==> config.mk <==
export PLATFORM = sky130hd
export DESIGN_NAME = fdc_param_decode
export DESIGN_NICKNAME = d
export VERILOG_FILES = /design/src/verilog/fdc_param_pkg.sv /design/src/verilog/fdc_param_decode.sv
export SDC_FILE = /design/constraint.sdc
export NUM_CORES = 1
export LEC_CHECK = 0
export BUFFER_PORTS_ARGS = -buffer_cell sky130_fd_sc_hd__buf_2
export CORE_MARGIN = 8
export CORE_UTILIZATION = 45
export CTS_CLUSTER_SIZE = 24
export DETAILED_ROUTE_END_ITERATION = 10
export HOLD_SLACK_MARGIN = 0.03
export MAX_ROUTING_LAYER = met4
export PLACE_DENSITY_LB_ADDON = 0.1
export SYNTH_ARGS = -nofsm -noshare
export SYNTH_HDL_FRONTEND = slang
export SYNTH_SLANG_ARGS = --single-unit
==> constraint.sdc <==
create_clock -name clock -period 3.3 [get_ports clock]
set_input_delay 0.66 -clock clock [delete_from_list [all_inputs] [get_ports clock]]
set_output_delay 0.66 -clock clock [all_outputs]
set_load 0.01 [all_outputs]
==> src/verilog/fdc_param_pkg.sv <==
// Constants for the floppy command parameter decoder.
// Assumes one 100 MHz clock and an 8-bit register port.
package fdc_param_pkg;
  localparam int CLOCK_PERIOD_NS = 10;
  // One head load / unload step, 1 ms
  localparam int HEAD_STEP_NS = 1000000;
  localparam int HEAD_STEP_CYCLES = HEAD_STEP_NS / CLOCK_PERIOD_NS;

  localparam logic [3:0] ADDR_COMMAND = 4'h0;
  localparam logic [3:0] ADDR_DRIVE = 4'h1;
  localparam logic [3:0] ADDR_SIZE_CODE = 4'h2;
  localparam logic [3:0] ADDR_SHORT_LEN = 4'h3;
  localparam logic [3:0] ADDR_LAST_SECTOR = 4'h4;
  localparam logic [3:0] ADDR_GAP3 = 4'h5;
  localparam logic [3:0] ADDR_GAP2 = 4'h6;
  localparam logic [3:0] ADDR_CONFIG = 4'h7;
  localparam logic [3:0] ADDR_SETTLE = 4'h8;
  localparam logic [3:0] ADDR_RELEASE = 4'h9;
  localparam logic [3:0] ADDR_FIRST_SECTOR = 4'hA;
  localparam logic [3:0] ADDR_CYLINDER = 4'hB;
  localparam logic [3:0] ADDR_STATUS = 4'hC;
  localparam logic [3:0] ADDR_CRC_LOW = 4'hD;
  localparam logic [3:0] ADDR_CRC_HIGH = 4'hE;

  // Command register fields
  localparam int CMD_START_BIT = 7;
  localparam logic [1:0] CMD_READ = 2'h0;
  localparam logic [1:0] CMD_WRITE = 2'h1;
  localparam logic [1:0] CMD_VERIFY = 2'h2;
  // Drive register fields
  localparam int DRIVE_HEAD_BIT = 2;
  // Config register fields
  localparam int CFG_COUNT_BIT = 0;
  localparam int CFG_QUEUE_N_BIT = 1;
  localparam int CFG_SEEK_BIT = 2;
  localparam int CFG_PERP_BIT = 3;
  localparam logic [7:0] CONFIG_RESET = 8'h02;
  localparam logic [7:0] SHORT_LEN_RESET = 8'hFF;

  localparam logic [14:0] BASE_SECTOR_BYTES = 15'h0080;
  localparam logic [2:0] MAX_SIZE_CODE = 3'h7;
  localparam logic [7:0] GAP2_DEFAULT = 8'h16;
  localparam logic [15:0] CRC_POLY = 16'h1021;
  localparam logic [15:0] CRC_INIT = 16'hFFFF;

  typedef enum logic [2:0] {ST_IDLE, ST_SEEK, ST_SETTLE, ST_XFER, ST_GAP, ST_RELEASE} phase_t;
endpackage

==> src/verilog/fdc_param_decode.sv <==
// Parameter decoder and sector sequencer of the floppy controller.
// Assumes medium byte slots, seek completion and host bytes come from
// logic on the same clock; registers sit on a plain 8-bit port.
// How it works
// - Two-bit drive field, high bit first, selects drives 0 to 3.
// - Size code zero means 128-byte sector, short length sets bytes moved.
// - Read bytes past the short length are read but not passed on.
// - Write bytes past the short length are written as zero.
// - CRC covers the whole physical sector, padding and dropped bytes included.
// - Nonzero size code ignores the short length; host should program FF.
// - With count enable set, verify's short length byte is sectors to verify.
// - Queue enable is active low; 1 disables and is the default.
// - Implied seek on means seek before read, write or verify; off means none.
// - Last track sector number ends the transfer.
// - Perpendicular mode uses the gap parameter for the second gap length.
// - Gap length parameter sets the third gap between sectors.
// - Head parameter selects disk side 0 or 1 as in the sector ID.
// - Wait the head settle delay after loading before any transfer.
// - Wait the head release delay after execution before unloading.
// - Nonzero code gives 128 times two to the code bytes, up to 16K.
`timescale 1ns/1ns
module fdc_param_decode #(
  parameter int HEAD_STEP = fdc_param_pkg::HEAD_STEP_CYCLES
) (
  input wire logic clock,
  input wire logic arst_n,
  input wire logic [3:0] reg_addr,
  input wire logic [7:0] reg_wdata,
  input wire logic reg_write,
  input wire logic reg_read,
  output logic [7:0] reg_rdata,
  output logic [3:0] drive_enable,
  output logic head_side_select,
  output logic head_load,
  output logic queue_enabled,
  output logic seek_request,
  output logic [7:0] seek_cylinder,
  input wire logic seek_done,
  output logic [7:0] gap2_length,
  output logic [7:0] gap3_length,
  input wire logic byte_slot,
  input wire logic [7:0] disk_byte_in,
  output logic [7:0] disk_byte_out,
  output logic disk_write_gate,
  output logic [7:0] host_byte_out,
  output logic host_byte_valid,
  input wire logic [7:0] host_byte_in,
  output logic host_byte_take,
  output logic busy
);

  function automatic logic [15:0] crc_step(input logic [15:0] crc, input logic [7:0] data);
    logic [15:0] c;
    c = crc;
    for (int i = 7; i >= 0; i--) begin
      if (c[15] ^ data[i]) begin
        c = {c[14:0], 1'b0} ^ fdc_param_pkg::CRC_POLY;
      end else begin
        c = {c[14:0], 1'b0};
      end
    end
    return c;
  endfunction

  logic [7:0] command;
  logic [7:0] drive;
  logic [2:0] size_code;
  logic [7:0] short_transfer_length;
  logic [7:0] last_track_sector;
  logic [7:0] inter_sector_gap_length;
  logic [7:0] gap2_param;
  logic [7:0] cfg_word;
  logic [7:0] head_settle_delay;
  logic [7:0] head_release_delay;
  logic [7:0] first_sector;
  logic [7:0] cylinder;
  fdc_param_pkg::phase_t phase;
  logic [7:0] sector;
  logic [7:0] sectors_done;
  logic [14:0] byte_index;
  logic [7:0] gap_count;
  logic [31:0] step_count;
  logic [7:0] steps;
  logic [15:0] crc;
  logic [15:0] last_crc;
  logic idle;
  logic start;
  logic [1:0] cmd_kind;
  logic verify_count_enable;
  logic implied_seek_on;
  logic perpendicular;
  logic [14:0] phys_len;
  logic [14:0] xfer_len;
  logic in_window;
  logic last_byte;
  logic final_sector;
  logic step_tick;
  logic [7:0] medium_byte;

  assign idle = phase == fdc_param_pkg::ST_IDLE;
  // Writes while busy are dropped so the running command sees stable values
  assign start = idle && reg_write && reg_addr == fdc_param_pkg::ADDR_COMMAND
    && reg_wdata[fdc_param_pkg::CMD_START_BIT];
  assign cmd_kind = command[1:0];
  assign verify_count_enable = cfg_word[fdc_param_pkg::CFG_COUNT_BIT];
  assign implied_seek_on = cfg_word[fdc_param_pkg::CFG_SEEK_BIT];
  assign perpendicular = cfg_word[fdc_param_pkg::CFG_PERP_BIT];

  // Sector length doubles per code step, 16K at code 7
  assign phys_len = fdc_param_pkg::BASE_SECTOR_BYTES << size_code;
  // Short length applies only at code zero; otherwise the full sector moves
  assign xfer_len = (size_code == 3'h0) ? {7'h00, short_transfer_length} : phys_len;
  assign in_window = byte_index < xfer_len;
  assign last_byte = byte_index == phys_len - 15'h0001;
  assign final_sector = (cmd_kind == fdc_param_pkg::CMD_VERIFY && verify_count_enable)
    ? (sectors_done + 8'h01 >= short_transfer_length)
    : (sector == last_track_sector);
  assign step_tick = step_count == 32'(HEAD_STEP - 1);
  assign medium_byte = (cmd_kind == fdc_param_pkg::CMD_WRITE)
    ? (in_window ? host_byte_in : 8'h00)
    : disk_byte_in;

  always_ff @(posedge clock or negedge arst_n) begin
    if (!arst_n) begin
      command <= 8'h00;
      drive <= 8'h00;
      size_code <= 3'h0;
      short_transfer_length <= fdc_param_pkg::SHORT_LEN_RESET;
      last_track_sector <= 8'h00;
      inter_sector_gap_length <= 8'h00;
      gap2_param <= 8'h00;
      cfg_word <= fdc_param_pkg::CONFIG_RESET;
      head_settle_delay <= 8'h00;
      head_release_delay <= 8'h00;
      first_sector <= 8'h00;
      cylinder <= 8'h00;
    end else if (reg_write && idle) begin
      case (reg_addr)
        fdc_param_pkg::ADDR_COMMAND: command <= reg_wdata;
        fdc_param_pkg::ADDR_DRIVE: drive <= reg_wdata;
        fdc_param_pkg::ADDR_SIZE_CODE: size_code <= reg_wdata[2:0];
        fdc_param_pkg::ADDR_SHORT_LEN: short_transfer_length <= reg_wdata;
        fdc_param_pkg::ADDR_LAST_SECTOR: last_track_sector <= reg_wdata;
        fdc_param_pkg::ADDR_GAP3: inter_sector_gap_length <= reg_wdata;
        fdc_param_pkg::ADDR_GAP2: gap2_param <= reg_wdata;
        fdc_param_pkg::ADDR_CONFIG: cfg_word <= {4'h0, reg_wdata[3:0]};
        fdc_param_pkg::ADDR_SETTLE: head_settle_delay <= reg_wdata;
        fdc_param_pkg::ADDR_RELEASE: head_release_delay <= reg_wdata;
        fdc_param_pkg::ADDR_FIRST_SECTOR: first_sector <= reg_wdata;
        fdc_param_pkg::ADDR_CYLINDER: cylinder <= reg_wdata;
        default: ;
      endcase
    end
  end

  // Sequencer
  always_ff @(posedge clock or negedge arst_n) begin
    if (!arst_n) begin
      phase <= fdc_param_pkg::ST_IDLE;
    end else begin
      case (phase)
        fdc_param_pkg::ST_IDLE: begin
          if (start) begin
            if (reg_wdata[fdc_param_pkg::CFG_SEEK_BIT - 2] == 1'b0 && implied_seek_on) begin
              phase <= fdc_param_pkg::ST_SEEK;
            end else if (implied_seek_on && reg_wdata[1:0] != 2'h3) begin
              phase <= fdc_param_pkg::ST_SEEK;
            end else begin
              phase <= fdc_param_pkg::ST_SETTLE;
            end
          end
        end
        fdc_param_pkg::ST_SEEK: begin
          if (seek_done) begin
            phase <= fdc_param_pkg::ST_SETTLE;
          end
        end
        fdc_param_pkg::ST_SETTLE: begin
          if (steps >= head_settle_delay) begin
            phase <= fdc_param_pkg::ST_XFER;
          end
        end
        fdc_param_pkg::ST_XFER: begin
          if (byte_slot && last_byte) begin
            phase <= final_sector ? fdc_param_pkg::ST_RELEASE : fdc_param_pkg::ST_GAP;
          end
        end
        fdc_param_pkg::ST_GAP: begin
          if (byte_slot && gap_count + 8'h01 >= inter_sector_gap_length) begin
            phase <= fdc_param_pkg::ST_XFER;
          end
        end
        fdc_param_pkg::ST_RELEASE: begin
          if (steps >= head_release_delay) begin
            phase <= fdc_param_pkg::ST_IDLE;
          end
        end
        default: phase <= fdc_param_pkg::ST_IDLE;
      endcase
    end
  end

  // Head settle / release timer, counted in whole steps
  always_ff @(posedge clock or negedge arst_n) begin
    if (!arst_n) begin
      step_count <= 32'h00000000;
      steps <= 8'h00;
    end else if (phase == fdc_param_pkg::ST_SETTLE || phase == fdc_param_pkg::ST_RELEASE) begin
      step_count <= step_tick ? 32'h00000000 : step_count + 32'h00000001;
      if (step_tick && steps != 8'hFF) begin
        steps <= steps + 8'h01;
      end
      if (phase == fdc_param_pkg::ST_SETTLE && steps >= head_settle_delay) begin
        steps <= 8'h00;
        step_count <= 32'h00000000;
      end
    end else begin
      step_count <= 32'h00000000;
      steps <= 8'h00;
    end
  end

  // Sector and byte position
  always_ff @(posedge clock or negedge arst_n) begin
    if (!arst_n) begin
      sector <= 8'h00;
      sectors_done <= 8'h00;
      byte_index <= 15'h0000;
      gap_count <= 8'h00;
    end else if (start) begin
      sector <= first_sector;
      sectors_done <= 8'h00;
      byte_index <= 15'h0000;
      gap_count <= 8'h00;
    end else if (byte_slot && phase == fdc_param_pkg::ST_XFER) begin
      // Whole physical sector is walked even when fewer bytes reach the host
      byte_index <= last_byte ? 15'h0000 : byte_index + 15'h0001;
      gap_count <= 8'h00;
      if (last_byte) begin
        sector <= sector + 8'h01;
        sectors_done <= sectors_done + 8'h01;
      end
    end else if (byte_slot && phase == fdc_param_pkg::ST_GAP) begin
      gap_count <= gap_count + 8'h01;
    end
  end

  // CRC over every byte of each physical sector on the medium
  always_ff @(posedge clock or negedge arst_n) begin
    if (!arst_n) begin
      crc <= fdc_param_pkg::CRC_INIT;
      last_crc <= 16'h0000;
    end else if (phase != fdc_param_pkg::ST_XFER) begin
      crc <= fdc_param_pkg::CRC_INIT;
    end else if (byte_slot) begin
      crc <= last_byte ? fdc_param_pkg::CRC_INIT : crc_step(crc, medium_byte);
      if (last_byte) begin
        last_crc <= crc_step(crc, medium_byte);
      end
    end
  end

  // Data paths
  always_ff @(posedge clock or negedge arst_n) begin
    if (!arst_n) begin
      disk_byte_out <= 8'h00;
      host_byte_out <= 8'h00;
      host_byte_valid <= 1'b0;
      host_byte_take <= 1'b0;
    end else begin
      host_byte_valid <= 1'b0;
      host_byte_take <= 1'b0;
      if (byte_slot && phase == fdc_param_pkg::ST_XFER) begin
        if (cmd_kind == fdc_param_pkg::CMD_WRITE) begin
          disk_byte_out <= medium_byte;
          host_byte_take <= in_window;
        end else if (cmd_kind == fdc_param_pkg::CMD_READ && in_window) begin
          host_byte_out <= disk_byte_in;
          host_byte_valid <= 1'b1;
        end
      end
    end
  end

  // Register read port, data one cycle after the strobe
  always_ff @(posedge clock or negedge arst_n) begin
    if (!arst_n) begin
      reg_rdata <= 8'h00;
    end else if (reg_read) begin
      case (reg_addr)
        fdc_param_pkg::ADDR_COMMAND: reg_rdata <= {1'b0, command[6:0]};
        fdc_param_pkg::ADDR_DRIVE: reg_rdata <= drive;
        fdc_param_pkg::ADDR_SIZE_CODE: reg_rdata <= {5'h00, size_code};
        fdc_param_pkg::ADDR_SHORT_LEN: reg_rdata <= short_transfer_length;
        fdc_param_pkg::ADDR_LAST_SECTOR: reg_rdata <= last_track_sector;
        fdc_param_pkg::ADDR_GAP3: reg_rdata <= inter_sector_gap_length;
        fdc_param_pkg::ADDR_GAP2: reg_rdata <= gap2_param;
        fdc_param_pkg::ADDR_CONFIG: reg_rdata <= cfg_word;
        fdc_param_pkg::ADDR_SETTLE: reg_rdata <= head_settle_delay;
        fdc_param_pkg::ADDR_RELEASE: reg_rdata <= head_release_delay;
        fdc_param_pkg::ADDR_FIRST_SECTOR: reg_rdata <= sector;
        fdc_param_pkg::ADDR_CYLINDER: reg_rdata <= cylinder;
        fdc_param_pkg::ADDR_STATUS: reg_rdata <= {4'h0, !idle, 3'(phase)};
        fdc_param_pkg::ADDR_CRC_LOW: reg_rdata <= last_crc[7:0];
        fdc_param_pkg::ADDR_CRC_HIGH: reg_rdata <= last_crc[15:8];
        default: reg_rdata <= 8'h00;
      endcase
    end
  end

  // Drive decode: high bit first
  always_comb begin
    drive_enable = 4'h0;
    drive_enable[drive[1:0]] = !idle;
  end

  assign head_side_select = drive[fdc_param_pkg::DRIVE_HEAD_BIT];
  assign head_load = phase == fdc_param_pkg::ST_SETTLE || phase == fdc_param_pkg::ST_XFER
    || phase == fdc_param_pkg::ST_GAP || phase == fdc_param_pkg::ST_RELEASE;
  assign queue_enabled = !cfg_word[fdc_param_pkg::CFG_QUEUE_N_BIT];
  assign seek_request = phase == fdc_param_pkg::ST_SEEK;
  assign seek_cylinder = cylinder;
  assign gap2_length = perpendicular ? gap2_param : fdc_param_pkg::GAP2_DEFAULT;
  assign gap3_length = inter_sector_gap_length;
  assign disk_write_gate = cmd_kind == fdc_param_pkg::CMD_WRITE && phase == fdc_param_pkg::ST_XFER;
  assign busy = !idle;

endmodule

# [After elaboration in Yosys (flattened, before gate mapping)]
# Cells that the tools add are included.
[classes] add_sub_neg=7 n_mul=0 div_mod_pow=0 order_cmp=7 eq_ne=34 n_shift=1 n_mux=94 bitwise=34 n_reduce_logical=46
[op_table] cell="$mux W16" n=38
[op_table] cell="$mux W13" n=15
[op_table] cell="$mux W8" n=15
[op_table] cell="$pmux W8 S15" n=1
[op_table] cell="$mux W32" n=3
[op_table] cell="$mux W15" n=4
[op_table] cell="$not A3 Y3" n=15
[op_table] cell="$add A32 B1 Y32 const B" n=1
[op_table] cell="$add A8 B1 Y8 const B" n=4
[op_table] cell="$eq A32 B17 Y1 const B" n=1
[op_table] cell="$ge A8 B8 Y1" n=4
[op_table] cell="$eq A4 B4 Y1 const B" n=7
[op_table] cell="$reduce_and A2 Y1" n=14
[op_table] cell="$mux W3" n=6
[op_table] cell="$pmux W3 S6" n=1
[op_table] cell="$eq A4 B3 Y1 const B" n=4
[op_table] cell="$add A15 B1 Y15 const B" n=1
[op_table] cell="$eq A15 B15 Y1" n=1
[op_table] cell="$logic_and A1 B1 Y1" n=15
[op_table] cell="$lt A15 B15 Y1" n=1
[op_table] cell="$shl A8 B3 Y15 const A" n=1
[op_table] cell="$sub A15 B1 Y15 const B" n=1
[op_table] cell="$xor A1 B1 Y1" n=15
[op_table] cell="$ne A2 B2 Y1 const B" n=5
[op_table] cell="28 further kinds" n=50
[totals] reg_bits=226 latch_bits=0 ramBits=0 romBits=0 in_bits=34 output_inout_bits=60 word_cells=249 mem_count=0

# [Depth between registers and ports, before layout]
[logic_depth] depth_word=42 depth_mapped=16 ltp_nobuf=12

# [Worst setup path before layout]
# No wires, ideal clock.
[synth_timing] path_kind="register -> register" startpoint="register size_code[2]" endpoint="register last_crc[11]" setup_time_ps=126 arrival_ps=2842 required_time_ps=3174 path_slack_ps=332 stages_incl_launch_ff=16 n_path_buf=4 period_less_slack_ps=2968 path_cell_list="dfrtp_1 -> buf_4 -> clkbuf_1 -> nand3_1 -> ha_1 -> a2111oi_0 -> o21ai_0 -> a21oi_1 -> o32a_1 -> buf_6 -> buf_4 -> nand2_1 -> o21ai_1 -> xor2_1 -> xnor2_1 -> a21oi_1"
[synth_via] elab_chain_len=31 word_cells_on_any_way=35 classes_between="add/sub (1); order compare (1); eq/ne (1); shift (1); mux (28); bitwise (1); reduce/logical (2)"
[synth_rtl] item="start, declared" line="fdc_param_decode.sv:67" source="logic [2:0] size_code;"
[synth_rtl] item="start signal, assigned" line="fdc_param_decode.sv:141" source="fdc_param_pkg::ADDR_SIZE_CODE: size_code <= reg_wdata[2:0];"
[synth_rtl] item="$shl A8 B3 Y15 or $logic_not A3 Y1 (tied branches)" line="fdc_param_decode.sv:110, fdc_param_decode.sv:112"
[synth_rtl] item="$mux W15" line="fdc_param_decode.sv:112" source="assign xfer_len = (size_code == 3'h0) ? {7'h00, short_transfer_length} : phys_len;"
[synth_rtl] item="$lt A15 B15 Y1" line="fdc_param_decode.sv:113" source="assign in_window = byte_index < xfer_len;"
[synth_rtl] item="$mux W8 (2 in series)" line="fdc_param_decode.sv:120" source="? (in_window ? host_byte_in : 8'h00)"
[synth_rtl] item="$xor A1 B1 Y1" line="fdc_param_decode.sv:56" source="if (c[15] ^ data[i]) begin"
[synth_rtl] item="$mux W13" line="fdc_param_decode.sv:56"
[synth_rtl] item="$mux W16" line="fdc_param_decode.sv:257" source="if (last_byte) begin"
[synth_rtl] item="$mux W16" line="fdc_param_decode.sv:255" source="end else if (byte_slot) begin"
[synth_rtl] item="[14 not listed]"
[synth_rtl] item="$mux W16" line="fdc_param_decode.sv:257"
[synth_rtl] item="$mux W16" line="fdc_param_decode.sv:255"
[synth_rtl] item="$mux W16" line="fdc_param_decode.sv:253" source="end else if (phase != fdc_param_pkg::ST_XFER) begin"
[synth_rtl] item="$mux W13" line="fdc_param_decode.sv:56"
[synth_rtl] item="$mux W16" line="fdc_param_decode.sv:257"
[synth_rtl] item="$mux W16" line="fdc_param_decode.sv:255"
[synth_rtl] item="$mux W16" line="fdc_param_decode.sv:253"
[synth_rtl] item="$mux W13" line="fdc_param_decode.sv:56"
[synth_rtl] item="end signal, assigned" line="fdc_param_decode.sv:258" source="last_crc <= crc_step(crc, medium_byte);"
[synth_rtl] item="end, declared" line="fdc_param_decode.sv:85" source="logic [15:0] last_crc;"
# Several ways; a longest one is shown, not always the timed one. The select of a mux whose other input is x is not followed.
# A chain may end at the register's enable or synchronous reset.

# [Worst setup path in the final report]
[layout_timing] startpoint="register size_code[1]" endpoint="register last_crc[5]"
[layout_via] elab_chain_len=28 word_cells_on_any_way=34 classes_between="add/sub (1); order compare (1); eq/ne (1); shift (1); mux (24); bitwise (4); reduce/logical (2)"
[layout_rtl] item="$shl A8 B3 Y15 or $logic_not A3 Y1 (tied branches)" line="fdc_param_decode.sv:110, fdc_param_decode.sv:112"
[layout_rtl] item="$mux W15" line="fdc_param_decode.sv:112"
[layout_rtl] item="$lt A15 B15 Y1" line="fdc_param_decode.sv:113"
[layout_rtl] item="$mux W8 (2 in series)" line="fdc_param_decode.sv:120"
[layout_rtl] item="$xor A1 B1 Y1" line="fdc_param_decode.sv:56"
[layout_rtl] item="$mux W13" line="fdc_param_decode.sv:56"
[layout_rtl] item="$mux W16" line="fdc_param_decode.sv:257"
[layout_rtl] item="$mux W16" line="fdc_param_decode.sv:255"
[layout_rtl] item="[11 not listed]"
[layout_rtl] item="$mux W16" line="fdc_param_decode.sv:255"
[layout_rtl] item="$mux W16" line="fdc_param_decode.sv:253"
[layout_rtl] item="$mux W13" line="fdc_param_decode.sv:56"
[layout_rtl] item="$mux W16" line="fdc_param_decode.sv:257"
[layout_rtl] item="$mux W16" line="fdc_param_decode.sv:255"
[layout_rtl] item="$mux W16" line="fdc_param_decode.sv:253"
[layout_rtl] item="$not A3 Y3 (no source line)"
[layout_rtl] item="$mux W13" line="fdc_param_decode.sv:56"
# Several ways; a longest one is shown, not always the timed one. The select of a mux whose other input is x is not followed.

==> results.cfg <==
[outcome]
status = completed

[synthesis]
ys_types = 71
avgSynthCellArea_um2 = 9.77
synth_edf_count = 0
synth_seq_cells = 226
yosysSeqAreaShare_pct = 45.5
netlist_area_um2 = 12500
synth_warnings = 0
synth_flop_cell = dfrtp_1
syn_inst = 1278
synthArstFlopShare_pct = 100
syn-num-nets = 1364

[sta]
layout_min_cycle_time_ns = 3.17
finalSetupViolCount = 0
worstMarginPinSlew_ns = 0.687
rsz0062_at_grt = true
finalHoldViolCount = 0
tns_ns = 0
fin_crit_sh_pct = 96.2
maxSlewHeadroom_pct = 53.7
finalMaxSlewViolations = 0
finalClockSkew_ns = 0.0164
fmax_mhz = 315

[placement]
placed_cell_area_um2 = 13600
dp.final_hpwl_um = 25900
gp_congestion = 0.933
port_buffers = 93

[power]
vdd_drop_max_v = 0.000396
powerDensity_nw_per_um2 = 798
p_total_uw = 11700
leakagePower_uw = 0.00683

[cells_and_area]
multiInputGateArea_um2 = 6440
num-nets-final = 1483
fillers = 2580
layout-drive-gt1-share_pct = 23.5
layout_commonest_cell = dfrtp_1
fin_area_um2 = 14700
final_cell_mix = dfrtp_1, nand2_1, nor2_1
regArea_um2 = 5690
areaGrowthSynthToFinish_pct = 17.6

[cts]
clkLatencyLatePin_ns = 0.53
cts_max_level = 1
cts_buffer_depth = 3
clkTransAtPathRegs_ns = 0.06
cts_root_buf = clkbuf_16
cts_tree = built
clkSinkCount = 226
cts_buffers = 26

[grt]
grt.overflow.total = 0
grt_use_total_pct = 22.0
grt_pass1_wl_um = 56600
grt_start_max_net_pins = 79
grt_pass1_vias = 9770
antenna_found_initial = 2

[worst_setup_path]
crit_family = compound AO/OA/AOI/OAI gates
required_ns = 3.71
path_buf_inv = 2
startpoint_type = flop
crit_slowest_cell = dfrtp_1
arrival_ns = 3.58
path_cells = nor3_4 -> buf_4 -> nand2_1 -> ha_1 -> o21ai_0 -> a221oi_2 -> nor3_2 -> o32a_2 -> buf_12 -> a31oi_1 -> xor2_1 -> xnor2_2 -> xnor2_1 -> o21ai_1
critPathCaptureType = flop
critPathMaxStageDelay_ns = 0.41
crit_fanout = 9
crit_type = flop to flop

[flow_run]
drv_cap = 0

[floorplan]
initial_core_util_pct = 45.3
num_io_pins = 94
die-area_um2 = 33300
die_w_um = 183
core_um2 = 27600
rows = 61
fp.dieH_um = 183

[routing]
viasPerCell = 5.51
wl_um = 35700
vias = 9901
wl_per_cell_um = 19.9
ant_nets = 0
drt-initial-drc-count = 721
drc_errors = 0
drtPass1Iterations = 6

[worst_hold_path]
min_path_type = input port to flop
## worst paths after layout
check	to	startpoint	cells past startpoint	slack, ns
max reg2reg	last_crc[5]$_DFFE_PN0P_	size_code[1]$_DFFE_PN0P_	14	0.13
max in group asynchronous	crc[14]$_DFFE_PN1P_	arst_n	3	1.87
min reg2reg	host_byte_out[0]$_DFFE_PN0P_	host_byte_out[0]$_DFFE_PN0P_	2	0.48
max	last_crc[5]$_DFFE_PN0P_	size_code[1]$_DFFE_PN0P_	14	0.13
min	host_byte_out[1]$_DFFE_PN0P_	disk_byte_in[1]	3	0.34
min in group asynchronous	sectors_done[0]$_DFFE_PN0P_	arst_n	2	0.63
## sequential cells by signal, indices dropped and copies added (netlist names), 4 cells and up
register               count
sector                     8
seek_cylinder              8
command                    7
reg_rdata                  8
byte_index                15
short_transfer_length      8
gap2_param                 8
disk_byte_out              8
host_byte_out              8
sectors_done               8
drive                      8
head_settle_delay          8
first_sector               8
steps                      8
head_release_delay         8
last_track_sector          8
gap3_length                8
step_count                32
cfg_word                   4
last_crc                  16
crc                       16
gap_count                  8
## logic make-up after synthesis
kind of cell    after synthesis  share of synthesized area, %
mux                         105                          9.52
flops                       226                          45.5
simple gates                476                          17.6
xor+xnor                     95                          7.02
buf+inv                     107                          3.39
compound gates              217                          11.7
fa+ha+maj                    52                          5.21
## layout make-up
type                       instances  area share, %
antenna                            2         0.0341
multi-input combinational        945           43.8
clock inverter                     8          0.800
clock buffer                      40           5.61
sequential                       226           38.7
tap                              378           3.22
timing repair buffer             147           6.49
inverter                          51           1.30
## stage by stage
| step | instances | setup slack, ns | util (%) | hold slack, ns |
|---|---|---|---|---|
| 6_report | 1797 | 0.126 | 53.3 | 0.341 |
| 4_1_cts | 1786 | 0.0447 | 52.7 | 0.323 |
| 3_5_place_dp | 1736 | -0.0515 | 49.3 | 0.458 |
| 3_3_place_gp | 1736 | 0.0602 | 49.3 | 0.454 |
| 2_1_floorplan | 1278 | 0.332 | - | 0.364 |
| 5_1_grt | 1797 | -0.185 | 53.3 | 0.334 |
## cell usage after synthesis, types with 27 or more instances
master,count,share of area (%)
nor2_1,130,3.9
and3_1,27,1.4
mux2_2,90,8.1
inv_1,49,1.5
xor2_1,54,3.8
o21ai_0,59,2.4
xnor2_1,35,2.5
dfrtp_1,201,40
a21oi_1,45,1.8
nand3_1,46,1.8
nand2_1,166,5.0
ha_1,52,5.2
clkbuf_1,42,1.3
## worst min-delay path: stages
cell and delay, ns:
buf_2 0.09, nand2_1 0.04, nand2_1 0.05
## report_power, final
group	switching [uW]	total [uW]	leakage, uW	internal, uW
Combinational	2250	4330	0.00339	2080
Clock	1190	3140	0.000466	1940
Sequential	745	4270	0.00298	3520
## per-layer routing
| layer | share of wire [%] | global-route usage [%] | vias up |
|---|---|---|---|
| met1 | 47 | 30.3 | 4828 |
| li1 | - | - | 4708 |
| met2 | 45 | 33.4 | 305 |
| met3 | 5.5 | 3.38 | 60 |
| met5 | 0 | - | - |
| met4 | 2.4 | 5.74 | 0 |
## what timing repair did
action / CTS / global route
cloned: 0 / 1
endpoints found under the hold margin: 9 / 0
hold buffers: 1 / 0
endpoints found under the setup margin: 8 / 23
buffers inserted: 1 / 8
resized for setup: 0 / 15
pin swaps: 1 / 5
Power figures use the tool's default switching activity.
